$ cat src/hdl/stc_pkg.sv
package stc_pkg;

  // ****************************************
  // Register map (byte address = index * 4)
  // ****************************************
  localparam logic [7:0] IDX_INTCTL  = 8'h0b;
  localparam logic [7:0] IDX_FLAGS   = 8'h0c;
  localparam logic [7:0] IDX_CNT_LO  = 8'h0e;
  localparam logic [7:0] IDX_CNT_HI  = 8'h0f;
  localparam logic [7:0] IDX_CTRL    = 8'h10;
  localparam logic [7:0] IDX_ENABLES = 8'h8c;
  localparam logic [7:0] IDX_CMP_LO  = 8'h15;
  localparam logic [7:0] IDX_CMP_HI  = 8'h16;
  localparam logic [7:0] IDX_CCPMODE = 8'h17;
  localparam logic [7:0] IDX_PORTDIR = 8'h87;

  // ****************************************
  // Field positions and values
  // ****************************************
  localparam int          CTRL_RUN_BIT   = 0;
  localparam int          CTRL_CS_BIT    = 1;
  localparam int          CTRL_SYNC_BIT  = 2;
  localparam int          CTRL_OSC_BIT   = 3;
  localparam int          CTRL_PS_LO     = 4;
  localparam logic [7:0]  CTRL_MASK      = 8'h3f;
  localparam logic [7:0]  CTRL_RESET     = 8'h00;
  localparam logic [7:0]  FLAGS_RESET    = 8'h00;
  localparam logic [7:0]  ENABLES_RESET  = 8'h00;
  localparam logic [7:0]  INTCTL_RESET   = 8'h00;
  localparam logic [7:0]  PORTDIR_RESET  = 8'hff;
  localparam int          OVF_BIT        = 0;
  localparam logic [3:0]  CCP_SPECIAL    = 4'hb;
  localparam logic [15:0] CNT_MAX        = 16'hffff;
  localparam logic [15:0] CNT_ZERO       = 16'h0000;
  localparam logic [1:0]  INSTR_DIV      = 2'h3;

  typedef struct packed {
    logic        psel;
    logic        penable;
    logic        pwrite;
    logic [31:0] paddr;
    logic [31:0] pwdata;
  } stc_apb_req_s;

  typedef struct packed {
    logic [7:0]  ctrl;
    logic [7:0]  flags;
    logic [7:0]  enables;
    logic [7:0]  intctl;
    logic [7:0]  portdir;
    logic [3:0]  ccp_mode;
    logic [15:0] cmp;
    logic [15:0] count;
    logic [2:0]  pre_cnt;
    logic [1:0]  phase;
    logic        ext_s1;
    logic        ext_s2;
    logic        ext_prev;
    logic        pready;
    logic        pslverr;
    logic [31:0] prdata;
    logic        irq;
    logic        osc_run;
    logic        pin_oe_n0;
    logic        pin_oe_n1;
    logic        adc_start;
  } stc_state_s;

endpackage

$ cat src/hdl/stc_timer.sv
// Function
// - Clock source select bit picks timer or external count; sync bit splits count modes
// - Timer mode counts each instruction cycle after the prescaler
// - Counter mode counts rising edges of the external clock after the prescaler
// - Oscillator enabled forces both oscillator pins to inputs, ignoring direction bits
// - Counter has an internal reset input driven by the compare unit trigger
// - Prescale field 11=1:8, 10=1:4, 01=1:2, 00=1:1
// - Oscillator enable bit runs the crystal oscillator; clear shuts it off
// - Timer oscillator keeps running during sleep
// - Count wraps FFFFh to 0000h and sets the overflow flag
// - Interrupt raised only while overflow interrupt enable is set
// - Compare mode 1011 trigger resets the count and starts a conversion
// - Trigger reset never sets the overflow flag
// - Software write wins over a coincident trigger reset
// - Compare pair acts as the period in trigger mode
`timescale 1ns/100ps
`default_nettype none
module stc_timer
  import stc_pkg::*;
(
  // Clock and reset
  input  wire logic              clk_sys_in,
  input  wire logic              reset_in,
  // APB slave
  input  wire stc_pkg::stc_apb_req_s apb_in,
  output logic                   pready_out,
  output logic                   pslverr_out,
  output logic [31:0]            prdata_out,
  // Link and system
  input  wire logic              ext_clock_pin_in,
  input  wire logic              sleep_in,
  output logic                   irq_out,
  output logic                   osc_run_out,
  output logic                   osc_in_pin_oe_n_out,
  output logic                   osc_out_pin_oe_n_out,
  output logic                   adc_start_out
);
  import stc_pkg::*;

  stc_state_s q;
  stc_state_s d;

  // ****************************************
  // Helpers
  // ****************************************
  function automatic logic [2:0] ps_mask(input logic [1:0] sel);
    ps_mask = 3'((4 << sel) - 4) >> 2 | 3'((1 << sel) - 1);
  endfunction

  function automatic logic [7:0] word_idx(input logic [31:0] addr);
    word_idx = addr[9:2];
  endfunction

  // Only these word indices answer without an error; the rest are refused
  function automatic logic is_mapped(input logic [7:0] i);
    case (i)
      IDX_CTRL, IDX_FLAGS, IDX_ENABLES, IDX_INTCTL, IDX_PORTDIR: begin
        is_mapped = 1'b1;
      end
      IDX_CMP_LO, IDX_CMP_HI, IDX_CCPMODE, IDX_CNT_LO, IDX_CNT_HI: begin
        is_mapped = 1'b1;
      end
      default: begin
        is_mapped = 1'b0;
      end
    endcase
  endfunction

  logic       ext_src;
  logic       tick;
  logic       pre_out;
  logic       acc;
  logic       commit;
  logic [7:0] hw_set;
  logic       wr_lo;
  logic       wr_hi;
  logic       trig;
  logic [7:0] idx;
  logic [7:0] wb;
  logic [2:0] pmask;

  always_comb begin
    d        = q;
    idx      = word_idx(apb_in.paddr);
    wb       = apb_in.pwdata[7:0];
    acc      = apb_in.psel && apb_in.penable && !q.pready;
    // Writes land one edge later, where the master samples pready high
    commit   = apb_in.psel && apb_in.penable && q.pready;
    hw_set   = 8'h00;
    ext_src  = q.ctrl[CTRL_CS_BIT];
    pmask    = ps_mask(q.ctrl[CTRL_PS_LO +: 2]);
    // Synchroniser: s1 feeds only s2
    d.ext_s1 = ext_clock_pin_in;
    d.ext_s2 = q.ext_s1;
    // Bypass uses the raw pin but still sees it once per system clock
    d.ext_prev = q.ctrl[CTRL_SYNC_BIT] ? ext_clock_pin_in : q.ext_s2;
    d.phase  = q.phase + 2'd1;
    if (ext_src) begin
      tick = q.ctrl[CTRL_SYNC_BIT] ? (ext_clock_pin_in && !q.ext_prev)
                                   : (q.ext_s2 && !q.ext_prev);
    end else begin
      tick = (q.phase == INSTR_DIV) && !sleep_in;
    end
    pre_out = 1'b0;
    if (q.ctrl[CTRL_RUN_BIT] && tick) begin
      if ((q.pre_cnt & pmask) == pmask) begin
        d.pre_cnt = 3'h0;
        pre_out   = 1'b1;
      end else begin
        d.pre_cnt = q.pre_cnt + 3'h1;
      end
    end
    // Trigger only acts in compare-special mode on a match
    trig = (q.ccp_mode == CCP_SPECIAL) && (q.count == q.cmp) && pre_out;
    if (pre_out) begin
      d.count = q.count + 16'h0001;
      if (q.count == CNT_MAX && !trig) begin
        hw_set[OVF_BIT] = 1'b1;
      end
    end
    if (trig) begin
      d.count = CNT_ZERO;
    end
    d.adc_start = trig;
    // Kept apart so a hardware set survives a coincident clear
    d.flags = q.flags | hw_set;

    // ****************************************
    // Bus handshake
    // ****************************************
    // APB
    d.pready  = acc;
    d.pslverr = 1'b0;
    wr_lo = commit && apb_in.pwrite && idx == IDX_CNT_LO;
    wr_hi = commit && apb_in.pwrite && idx == IDX_CNT_HI;
    if (wr_lo) begin
      d.count[7:0] = wb;
    end
    if (wr_hi) begin
      d.count[15:8] = wb;
    end

    // ****************************************
    // Register reads
    // ****************************************
    // Answer and error code are registered at the taking edge
    if (acc) begin
      d.prdata  = 32'h0000_0000;
      d.pslverr = !is_mapped(idx);
      if (!apb_in.pwrite) begin
        unique case (idx)
          IDX_CTRL:    d.prdata[7:0] = q.ctrl;
          IDX_FLAGS:   d.prdata[7:0] = q.flags;
          IDX_ENABLES: d.prdata[7:0] = q.enables;
          IDX_INTCTL:  d.prdata[7:0] = q.intctl;
          IDX_PORTDIR: d.prdata[7:0] = q.portdir;
          IDX_CMP_LO:  d.prdata[7:0] = q.cmp[7:0];
          IDX_CMP_HI:  d.prdata[7:0] = q.cmp[15:8];
          IDX_CCPMODE: d.prdata[3:0] = q.ccp_mode;
          IDX_CNT_LO:  d.prdata[7:0] = q.count[7:0];
          IDX_CNT_HI:  d.prdata[7:0] = q.count[15:8];
          default:     d.prdata = 32'h0000_0000;
        endcase
      end
    end

    // ****************************************
    // Register writes
    // ****************************************
    // Refused indices fall to the default and change nothing
    if (commit && apb_in.pwrite) begin
      unique case (idx)
        IDX_CTRL:    d.ctrl = wb & CTRL_MASK;
        IDX_FLAGS:   d.flags = (q.flags & ~wb) | hw_set;
        IDX_ENABLES: d.enables = wb;
        IDX_INTCTL:  d.intctl = wb;
        IDX_PORTDIR: d.portdir = wb;
        IDX_CMP_LO:  d.cmp[7:0] = wb;
        IDX_CMP_HI:  d.cmp[15:8] = wb;
        IDX_CCPMODE: d.ccp_mode = wb[3:0];
        default:     d.pslverr = 1'b0;
      endcase
    end

    // ****************************************
    // Pins and interrupt
    // ****************************************
    // Sleep does not stop the crystal
    d.osc_run   = d.ctrl[CTRL_OSC_BIT];
    d.pin_oe_n0 = d.ctrl[CTRL_OSC_BIT] | d.portdir[0];
    d.pin_oe_n1 = d.ctrl[CTRL_OSC_BIT] | d.portdir[1];
    d.irq       = |(d.flags & d.enables & 8'h01);
  end

  always_ff @(posedge clk_sys_in) begin
    if (reset_in) begin
      q <= '0;
      q.ctrl      <= CTRL_RESET;
      q.flags     <= FLAGS_RESET;
      q.enables   <= ENABLES_RESET;
      q.intctl    <= INTCTL_RESET;
      q.portdir   <= PORTDIR_RESET;
      q.pin_oe_n0 <= 1'b1;
      q.pin_oe_n1 <= 1'b1;
    end else begin
      q <= d;
    end
  end

  assign pready_out           = q.pready;
  assign pslverr_out          = q.pslverr;
  assign prdata_out           = q.prdata;
  assign irq_out              = q.irq;
  assign osc_run_out          = q.osc_run;
  assign osc_in_pin_oe_n_out  = q.pin_oe_n1;
  assign osc_out_pin_oe_n_out = q.pin_oe_n0;
  assign adc_start_out        = q.adc_start;
endmodule
`default_nettype wire

$ cat config.mk
export PLATFORM = sky130hd
export DESIGN_NAME = stc_timer
export DESIGN_NICKNAME = d
export VERILOG_FILES = /design/src/hdl/stc_pkg.sv /design/src/hdl/stc_timer.sv
export SDC_FILE = /design/constraint.sdc
export NUM_CORES = 1
export LEC_CHECK = 0
export CORE_MARGIN = 2
export CORE_UTILIZATION = 33
export DETAILED_ROUTE_END_ITERATION = 6
export DONT_BUFFER_PORTS = 1
export PLACE_DENSITY = 0.59
export SETUP_SLACK_MARGIN = 0.2
export SLEW_MARGIN = 40
export SYNTH_ARGS = -nofsm -noshare
export SYNTH_HDL_FRONTEND = slang
export SYNTH_SLANG_ARGS = --single-unit
export TNS_END_PERCENT = 30
$ cat constraint.sdc
create_clock -name clk_sys_in -period 2 [get_ports clk_sys_in]
set_clock_uncertainty 0.2 [all_clocks]
set_input_delay 0.1 -clock clk_sys_in [delete_from_list [all_inputs] [get_ports clk_sys_in]]
set_output_delay 0.1 -clock clk_sys_in [all_outputs]
set_load 0.005 [all_outputs]
Yosys cells after proc, flatten, opt, wreduce, memory -nomap -nowiden. Cells that the tools add are included.

Logic and storage cells: 112. Bits in registers: 120. Output and inout bits: 39.

Muxes and demuxes: 29. Equal/unequal tests: 15. Shifts and indexed selects: 2. Add/subtract/negate cells: 5. Reductions and logical operators: 28. Bitwise gates (word level): 9.

Operators with widths (number): $mux W8 (9); $mux W56 (1); $pmux W4 S10 (1); $pmux W4 S9 (1); $mux W33 (1); $eq A8 B4 Y1 const B (4); $eq A8 B5 Y1 const B (4); $mux W16 (2); $add A16 B1 Y16 const B (1); $eq A16 B16 Y1 (1); $eq A16 B16 Y1 const B (1); $eq A8 B8 Y1 const B (2); $or A8 B1 Y8 (2); $logic_and A1 B1 Y1 (13); $reduce_and A2 Y1 (6); $mux W1 (11); $reduce_or A10 Y1 (1); $and A8 B8 Y8 (1); $mux W4 (2); $not A8 Y8 (1); $reduce_or A8 Y1 (1); $reduce_bool A3 Y1 (2); $logic_not A1 Y1 (5); $eq A4 B4 Y1 const B (1); other kinds (13) (14).

Depth between registers and ports, before layout. Gate-level depths: netlist (run 1).

Depth after elaboration: 16. Gate-level depth with buffers: 9. Gate-level depth less buffers: 7.

Worst setup path after synthesis (run 1). No wires, ideal clock.

Path type: flip-flop to flip-flop. Start: reg q[61] (netlist name). End: reg q[55] (netlist name). Buffers on the path: 1. Arrival: 1.653 ns. Stages on the path, launching flop included: 8. Data required time: 1.672 ns. Setup slack: 0.019 ns. Cell sequence: dfxtp_1 clkbuf_1 xnor2_1 nand4_1 nor4_2 a21oi_2 a222oi_1 nor2_1.

Longest elaborated chain between the ends: 5.

RTL lines: from (decl) (RTL line stc_timer.sv:40) `stc_state_s q;`; $eq A16 B16 Y1 * (RTL line stc_timer.sv:114) `trig = (q.ccp_mode == CCP_SPECIAL) && (q.count == q.cmp) && pre_out;`; $logic_and A1 B1 Y1 * (2 in a row) (RTL line stc_timer.sv:114); $mux W16 (RTL line stc_timer.sv:121) `if (trig) begin`; $mux W8 (RTL line stc_timer.sv:139) `if (wr_hi) begin`.

Mark *: on every way between the ends. The rest lies on a longest branch, timed or not. A chain may end at the register's enable or synchronous reset.

Final worst setup path (run 1).
Start: reg q[81] (netlist name). End: reg q[53] (netlist name).

Longest elaborated chain between the ends: 5.

RTL lines: $eq A4 B4 Y1 * (RTL line stc_timer.sv:114); $logic_and A1 B1 Y1 * (2 in a row) (RTL line stc_timer.sv:114); $mux W16 (RTL line stc_timer.sv:121); $mux W8 (RTL line stc_timer.sv:136) `if (wr_lo) begin`.

Marked as above.

==> metrics.csv, run 1 <==
stage,metric,value,unit
status,status,"finished, violations left",
status,violations,"negative hold slack, negative setup slack",
layout,fin_nets,720,
global_route,grt_usage,0.191,
floorplanning,die_w,129,um
global_route,grt_max_degree,89,
layout,final-seq-area,1950,um^2
cts,cts_made_buffers,9,
layout,final_cell_mix,"dfxtp_1, nor2_1, buf_4",
cts,clock_sinks,96,
layout,stdcell_count,862,
routing,wl_per_cell,18.5,um
place,gp_congestion,0.925,
logic_synthesis,syn_inst,601,
cts,clockBufferDepth,2,
floorplanning,start_util,0.339,
critical_path,path_class,register to register,
floorplanning,design.core.area,15300,um^2
layout,drive_gt1_frac,0.247,
place,dpl.hpwl,10.9,mm
place,postPlaceCellArea,5470,um^2
sta,setup_violations,16,
routing,vias_per_cell,5.42,
critical_path,startpoint,q[81],
routing,initialDrtViolationCount,487,
cts,clockRootBuffer,clkbuf_16,
layout,fillers,1489,
cts,clkTransAtPathRegs,0.06,ns
layout,final_common_cell,dfxtp_1,
logic_synthesis,synth_area_per_cell,8.64,um^2
logic_synthesis,synth_top_area_share,0.370,
critical_path,endpoint_kind,register,
logic_synthesis,yosysUniqueCellTypes,67,
critical_path,cp-start-kind,register,
flow_run,cap_violations,0,
global_route,antenna_found_initial,0,
logic_synthesis,ys_ff_latch,96,
critical_path,critPathArrivalTime,2.17,ns
sta,final-max-slew-violation-count,0,
routing,drc_errors,0,
sta,maxSlewHeadroom,0.547,
power_and_ir_drop,leakage,0.00230,uW
layout,multi_input_area,3140,um^2
routing,firstDrtPassIters,5,
logic_synthesis,synth_edf_count,0,
critical_path,rr_startpoint,q[81],
power_and_ir_drop,ir_drop,401,uV
logic_synthesis,ys.flop_type,dfxtp_1,
cts,cts_tree,yes,
layout,final_area,6410,um^2
sta,final_hold_viol_count,83,
floorplanning,ios,110,
critical_path,path_max_fanout,7,
logic_synthesis,seq_area_frac_synth,0.370,
layout,area_growth,23.4,%
logic_synthesis,syn_area,5190,um^2
sta,holdWs,-0.377,ns
logic_synthesis,yosysWarnings,0,
global_route,grt_pass1_vias,4543,
sta,grt_setup_unrepaired,true,
routing,final_antenna_net_count,0,
sta,fmax,0.471,GHz
sta,final.min_clock_period,2.12,ns
cts,cts_max_level,3,
logic_synthesis,synth.area.top_cells,"dfxtp_1, mux2i_1, buf_4, nor2_1, a22oi_1",
routing,vias,4674,
power_and_ir_drop,powerDensity,601,nW/um^2
cts,clk_latency,0.36,ns
floorplanning,rows,45,
sta,finalCritPeriodShare,1.06,
global_route,grt_pass1_wl,24.5,mm
logic_synthesis,synth-async-reset-ratio,0,
place,dp.cells,805,
layout,n_antenna_cell,0,
place,io_buffers,0,
sta,timing.final.ws_setup,-0.124,ns
cts,cts_hold_buffers,22,
sta,tightest_slew,0.677,ns
global_route,gr-total-overflow,0,
routing,wirelength,16.0,mm
min_path,worstHoldStart,reset_in,
critical_path,critPathRequiredTime,2.04,ns
min_path,hp-class,input pin to register,
floorplanning,die_h,129,um
floorplanning,die_area,16800,um^2
logic_synthesis,yosysTopAreaCell,dfxtp_1,
where the power goes:
| group | switching, uW | internal, uW |
|---|---|---|
| Combinational | 107 | 69.6 |
| Clock | 779 | 980 |
| Sequential | 3.46 | 1910 |
repair_timing:
item | 4_1_cts | 5_1_grt
pin swaps | 14 | 25
endpoints found under the setup margin | 53 | 67
endpoints found under the hold margin | 96 | 83
gates resized for setup | 44 | 36
buffers inserted | 10 | 9
layout make-up:
cell class                      instances  share of cell area
Clock buffer                           11              0.0363
Clock inverter                          5             0.00976
Inverter                               10             0.00585
Multi-Input combinational cell        444               0.490
Sequential cell                        96               0.304
Tap cell                              211              0.0412
Timing Repair Buffer                   85               0.113
registers in the layout, indices dropped and copies added (netlist names):
register / cells
pslverr_out: 1
adc_start_out: 1
osc_in_pin_oe_n_out: 1
prdata_out: 8
q: 80
irq_out: 1
osc_out_pin_oe_n_out: 1
pready_out: 1
ext_src: 1
d: 1
stage by stage:
step                       util  total power, uW  hold WS, ns  TNS [ns]  setup slack (ns)
after global routing      0.419             3960       -0.402     -1.27            -0.169
after CTS                 0.404             3870       -0.394         0            0.0887
after floorplan               -             2140       0.0282         0             0.175
after detailed placement  0.357             2070      -0.0175    -0.163           -0.0594
after global placement    0.357             2070      -0.0152         0           0.00618
final                     0.419             3850       -0.377    -0.689            -0.124
metal layers:
metal  track usage  vias to the layer above  routed length (um)
met5             0                        -                   0
met4        0.0803                        0                 388
met3        0.0372                       29                1110
met2         0.317                      199                7580
met1         0.244                     2253                6890
li1              -                     2193                   -
worst paths after layout:
kind / end / slack, ns / cells after the start
worst max register to register: q[53] / -0.12 / 8
worst min register to register: q[46] / 0.27 / 2
worst max-delay path: q[53] / -0.12 / 8
worst min-delay path: q[47] / -0.38 / 1
cell usage after synthesis (all sizes together) (2+ instances only):
cell type / instances
dfxtp: 96
nor2: 66
buf: 55
nand2: 41
a21oi: 39
nand3: 38
mux2i: 31
a22oi: 30
clkbuf: 19
xnor2: 18
o22ai: 16
nor3: 12
o21ai: 11
a22o: 10
inv: 10
nand2b: 10
xor2: 9
a211o: 8
and3: 8
nor2b: 8
a211oi: 7
nand4: 6
mux2: 5
nand3b: 5
nor3b: 4
nor4: 4
and4: 3
and4b: 3
ha: 3
or3: 3
a221oi: 2
a32oi: 2
and2: 2
nor4b: 2
o211ai: 2
cells by family after synthesis:
logic type      after synthesis  share of synthesized area
simple gates                218                      0.235
compound gates              136                      0.180
flops                        96                      0.370
buf+inv                      84                     0.0915
mux                          36                     0.0706
xor+xnor                     27                     0.0455
fa+ha+maj                     3                    0.00723
other cells                   1                   0.000722
worst max-delay path, cell delays in order, from the launching register on:
cell      delay, ns
dfxtp_2        0.32
nand4b_1       0.25
nor4bb_2       0.41
and4_4         0.31
a21oi_4        0.11
buf_4          0.17
buf_6          0.11
nand3_1        0.07
a21oi_1        0.06
No activity file was read; power rests on OpenSTA's default activity.
==> run 2, diff against run 1 <==
- CORE_ASPECT_RATIO: unset -> 1.4
==> run 2 against run 1 <==
The flow still finishes with violations (negative hold slack, negative setup slack); setup slack gained 0.072 ns; sequential share of layout area shrank 1.2 points; die area is essentially flat; design area grew 3.1%; non-clock buffer count grew 6; final cell count shrank 0.81%; hold slack lost 0.0030 ns; count of clock-buffer cells in the layout shrank 2; critical path depth shrank 2.
==> metrics.csv, run 2 (synthesis results as in run 1) <==
stage,metric,value,unit
status,status,"finished, violations left",
status,violations,"negative hold slack, negative setup slack",
power_and_ir_drop,powerDensity,581,nW/um^2
floorplanning,rows,54,
cts,cts_hold_buffers,21,
power_and_ir_drop,internal_power,2960,uW
global_route,antenna_found_initial,1,
floorplanning,die_h,152,um
global_route,grt_pass1_vias,4690,
place,preCtsSetupSlack,-0.0915,ns
critical_path,critPathRequiredTime,2.04,ns
cts,clockRootBuffer,clkbuf_16,
sta,final-max-slew-violation-count,0,
power_and_ir_drop,swShare,0.230,
critical_path,path_max_fanout,5,
power_and_ir_drop,ir_drop,432,uV
power_and_ir_drop,clkPwrFrac,0.453,
routing,firstDrtPassIters,5,
cts,clk_latency,0.35,ns
critical_path,critPathArrivalTime,2.09,ns
layout,fin_nets,727,
sta,grt_setup_unrepaired,true,
sta,fmax,0.487,GHz
sta,final.min_clock_period,2.05,ns
routing,wirelength,16.5,mm
layout,largest_reg_flops,80,
cts,clockBufferDepth,2,
place,dpl.hpwl,11.5,mm
flow_run,cap_violations,0,
power_and_ir_drop,leakage,0.00236,uW
routing,drc_errors,0,
cts,clock_sinks,96,
critical_path,slowest_delay,0.33,ns
critical_path,critPathBufInv,0,
routing,final_antenna_net_count,0,
layout,drive_gt1_frac,0.284,
routing,initialDrtViolationCount,372,
floorplanning,die_w,110,um
layout,final-seq-area,1930,um^2
layout,area_growth,27.3,%
sta,maxSlewHeadroom,0.506,
global_route,grt_pass1_wl,25.1,mm
cts,cts_tree,yes,
place,gp_congestion,0.920,
layout,final_cell_mix,"dfxtp_1, nor2_1, buf_4",
layout,multi_input_area,3300,um^2
routing,wl_per_cell,19.3,um
sta,holdWs,-0.380,ns
floorplanning,start_util,0.336,
layout,final_common_cell,dfxtp_1,
floorplanning,design.core.area,15500,um^2
floorplanning,die_area,16800,um^2
critical_path,critPathTopFamily,simple AND/OR/NAND/NOR gates,
global_route,grt_max_degree,89,
critical_path,worstPathCellList,nand4b_1 -> nor4bb_2 -> and4_4 -> a21oi_4 -> a221oi_2 -> nor3_2,
layout,top_register,q,
routing,vias,4739,
global_route,gr-total-overflow,0,
critical_path,path_class,register to register,
critical_path,endpoint_kind,register,
cts,cts_max_level,3,
power_and_ir_drop,seqPwrFrac,0.501,
place,dp.cells,802,
place,io_buffers,0,
global_route,grt_usage,0.195,
sta,timing.final.ws_setup,-0.0527,ns
layout,fillers,1451,
cts,cts_made_buffers,9,
power_and_ir_drop,p_switching,882,uW
cts,clkTransAtPathRegs,0.07,ns
sta,final_hold_viol_count,83,
layout,stdcell_count,855,
min_path,hp-class,input pin to register,
power_and_ir_drop,pwr-share-comb,0.047,
routing,vias_per_cell,5.54,
floorplanning,ios,110,
critical_path,crit_slowest_cell,dfxtp_1,
sta,tightest_slew,0.739,ns
critical_path,cp-start-kind,register,
sta,setup_violations,10,
sta,finalCritPeriodShare,1.03,
-- run 2: power by group through the flow --
stage | Clock (uW) | Combinational, uW | Sequential, uW
detailed placement | 0 | 112 | 1970
global route | 1840 | 192 | 1920
CTS | 1760 | 169 | 1920
global placement | 0 | 110 | 1970
finish | 1740 | 179 | 1920
floorplan | 0 | 175 | 1970
-- run 2: routing by layer --
layer / vias to the layer above / routed length, um / global-route usage
met1: 2287 / 6090 / 0.214
met3: 58 / 863 / 0.0376
met4: 0 / 1000 / 0.118
met5: - / 0 / 0
li1: 2208 / - / -
met2: 186 / 8520 / 0.338
-- run 2: final timing paths --
path | from | endpoint | slack, ns | depth (start not counted)
worst max register to register | q[81] | q[58] | -0.05 | 6
worst max-delay path | q[81] | q[58] | -0.05 | 6
worst min register to register | q[87] | q[87] | 0.27 | 1
worst min-delay path | reset_in | q[103] | -0.38 | 1
-- run 2: final cells by class --
type / instances / share of cell area
sequential: 96 / 0.293
clock inverter: 7 / 0.0106
inverter: 10 / 0.00568
timing repair buffer: 91 / 0.121
multi-input combinational: 445 / 0.499
antenna: 1 / 0.000379
tap: 196 / 0.0371
clock buffer: 9 / 0.0341
-- run 2: timing repair --
item,CTS,global route
endpoints found under the setup margin,38,67
resized for setup,30,73
setup buffers,10,4
hold endpoints to repair,96,83
cloned,1,0
pin swaps,21,44
-- run 2: metrics by stage --
stage	power [uW]	cell area [um^2]	setup TNS [ns]	util
4_1_cts	3850	6250	-0.0601	0.404
3_3_place_gp	2080	5550	-0.191	0.359
6_report	3840	6610	-0.237	0.427
2_1_floorplan	2140	5330	0	-
3_5_place_dp	2080	5550	-0.733	0.359
5_1_grt	3960	6610	-1.11	0.427
==> run 3, diff against run 2 <==
- CORE_UTILIZATION: 33 -> 58
- PLACE_DENSITY: 0.59 -> 0.87
==> run 3 against run 2 <==
The run still ends with negative hold slack, negative setup slack left; flip-flop and latch count is the same; global-route usage is 14 points higher; largest cell class unchanged; utilization grew 29 points.
==> metrics.csv, run 3 (synthesis results as in run 1) <==
stage,metric,value,unit
sta,timing.final.ws_setup,-0.0814,ns
floorplanning,design.core.area,8660,um^2
critical_path,path_class,register to register,
power_and_ir_drop,leakage,0.00228,uW
layout,n_antenna_cell,0,
cts,cts_hold_buffers,22,
layout,final_common_cell,dfxtp_1,
layout,stdcell_count,748,
place,dpl.hpwl,10.5,mm
cts,clkTransAtPathRegs,0.07,ns
critical_path,path_max_fanout,7,
layout,area_growth,19.9,%
sta,setup_violations,2,
cts,clock_sinks,96,
critical_path,reg2reg_depth,6,
routing,initialDrtViolationCount,699,
floorplanning,ios,110,
routing,firstDrtPassIters,6,
place,postPlaceCellArea,5370,um^2
flow_run,cap_violations,0,
critical_path,critPathRequiredTime,2.03,ns
floorplanning,die_area,9740,um^2
routing,vias,5071,
critical_path,worstPathCellList,xnor2_2 -> nor4bb_2 -> and4_4 -> a21oi_4 -> a221oi_1 -> nor3_1,
sta,final.min_clock_period,2.08,ns
status,status,"finished, violations left",
floorplanning,die_h,116,um
layout,largest_reg_flops,80,
sta,holdWs,-0.378,ns
place,dp.cells,704,
critical_path,crit_slowest_cell,dfxtp_1,
place,io_buffers,0,
layout,fin_nets,712,
layout,drive_gt1_frac,0.253,
sta,maxSlewHeadroom,0.550,
floorplanning,start_util,0.600,
global_route,antenna_found_initial,0,
min_path,worstHoldStart,reset_in,
routing,wirelength,16.9,mm
cts,cts_tree,yes,
cts,cts_made_buffers,9,
critical_path,cp-start-kind,register,
min_path,hold_depth,1,
critical_path,r2r-end,q[48],
place,gp_congestion,0.994,
routing,final_antenna_net_count,0,
layout,top_register,q,
global_route,grt_usage,0.333,
power_and_ir_drop,power,3750,uW
sta,finalCritPeriodShare,1.04,
sta,tightest_slew,0.673,ns
layout,fillers,554,
routing,vias_per_cell,6.78,
min_path,hp-class,input pin to register,
global_route,grt_pass1_vias,4915,
critical_path,rr_startpoint,q[58],
global_route,grt_pass1_wl,25.3,mm
critical_path,r2r_slack,-0.08,ns
power_and_ir_drop,ir_drop,954,uV
global_route,gr-total-overflow,0,
critical_path,endpoint_kind,register,
floorplanning,die_w,84.0,um
critical_path,critPathArrivalTime,2.11,ns
routing,drc_errors,0,
cts,cts_max_level,3,
layout,final_area,6230,um^2
cts,clockBufferDepth,2,
cts,clockRootBuffer,clkbuf_16,
sta,final-max-slew-violation-count,0,
sta,fmax,0.480,GHz
min_path,holdPathEnd,q[105],
layout,final_cell_mix,"dfxtp_1, nor2_1, buf_4",
floorplanning,rows,40,
sta,grt_setup_unrepaired,true,
cts,clk_latency,0.35,ns
status,violations,"negative hold slack, negative setup slack",
power_and_ir_drop,powerDensity,603,nW/um^2
sta,final_hold_viol_count,82,
critical_path,slowest_delay,0.41,ns
global_route,grt_max_degree,89,
routing,wl_per_cell,22.7,um
==> run 3: cell count changes in the layout (fill, tap and decap cells not counted), sizes merged <==
cell         delta
clkbuf          +2
dlygate4sd3     +1
diode           -1
bufinv          -1
inv             -1
buf            -15
a21oi           -1
==> run 3: layout make-up <==
class                           count  area [um^2]  share of cell area
Multi-Input combinational cell    444         3160               0.507
Inverter                           10         37.5             0.00603
Tap cell                          105          131              0.0211
Clock buffer                       11          253              0.0406
Timing Repair Buffer               77          659               0.106
Clock inverter                      5         31.3             0.00502
Sequential cell                    96         1960               0.314
==> run 3: critical path: cells and delay by family, from the launching register on <==
kind / cells / cell delay, ns
flip-flops: 1 / 0.41
AND/OR/NAND/NOR: 3 / 0.73
AO/OA/AOI/OAI: 2 / 0.47
XOR/XNOR: 1 / 0.15
==> run 3: worst max-delay path by stage <==
| stage | startpoint | end |
|---|---|---|
| after CTS | q[68] | q[55] |
| after global routing | q[61] | q[48] |
| after global placement | q[42] | q[49] |
| final | q[58] | q[48] |
| after detailed placement | q[42] | q[49] |
| after floorplan | q[54] | q[55] |
==> run 3: routing by layer <==
layer	part of all wire	track usage
met2	0.48	0.577
met1	0.34	0.352
met4	0.088	0.270
met3	0.088	0.0684
met5	0	0
==> run 3: through the flow <==
step                      hold WS, ns  setup WS, ns  utilization  TNS (ns)
final                          -0.378       -0.0814        0.719   -0.0898
after global routing           -0.395        -0.184        0.719    -0.919
after CTS                      -0.388        0.0240        0.696         0
after detailed placement      -0.0166       -0.0468        0.620   -0.0623
after global placement        -0.0209      -0.00521        0.620  -0.00521
after floorplan                0.0282         0.175            -         0
==> run 3: timing repair <==
item                                   4_1_cts  5_1_grt
gates cloned                                 0        0
endpoints found under the hold margin       96       81
pin swaps                                   11       27
setup buffers                                4        2
setup endpoints to repair                   21       68
resized for setup                           36       48
==> run 3: power by group <==
part           leakage, uW  total [uW]  internal, uW  switching (uW)
clock             0.000141        1660           907             751
combinational      0.00136         178          67.8             110
sequential        0.000786        1920          1910            3.87
total              0.00228        3750          2890             865
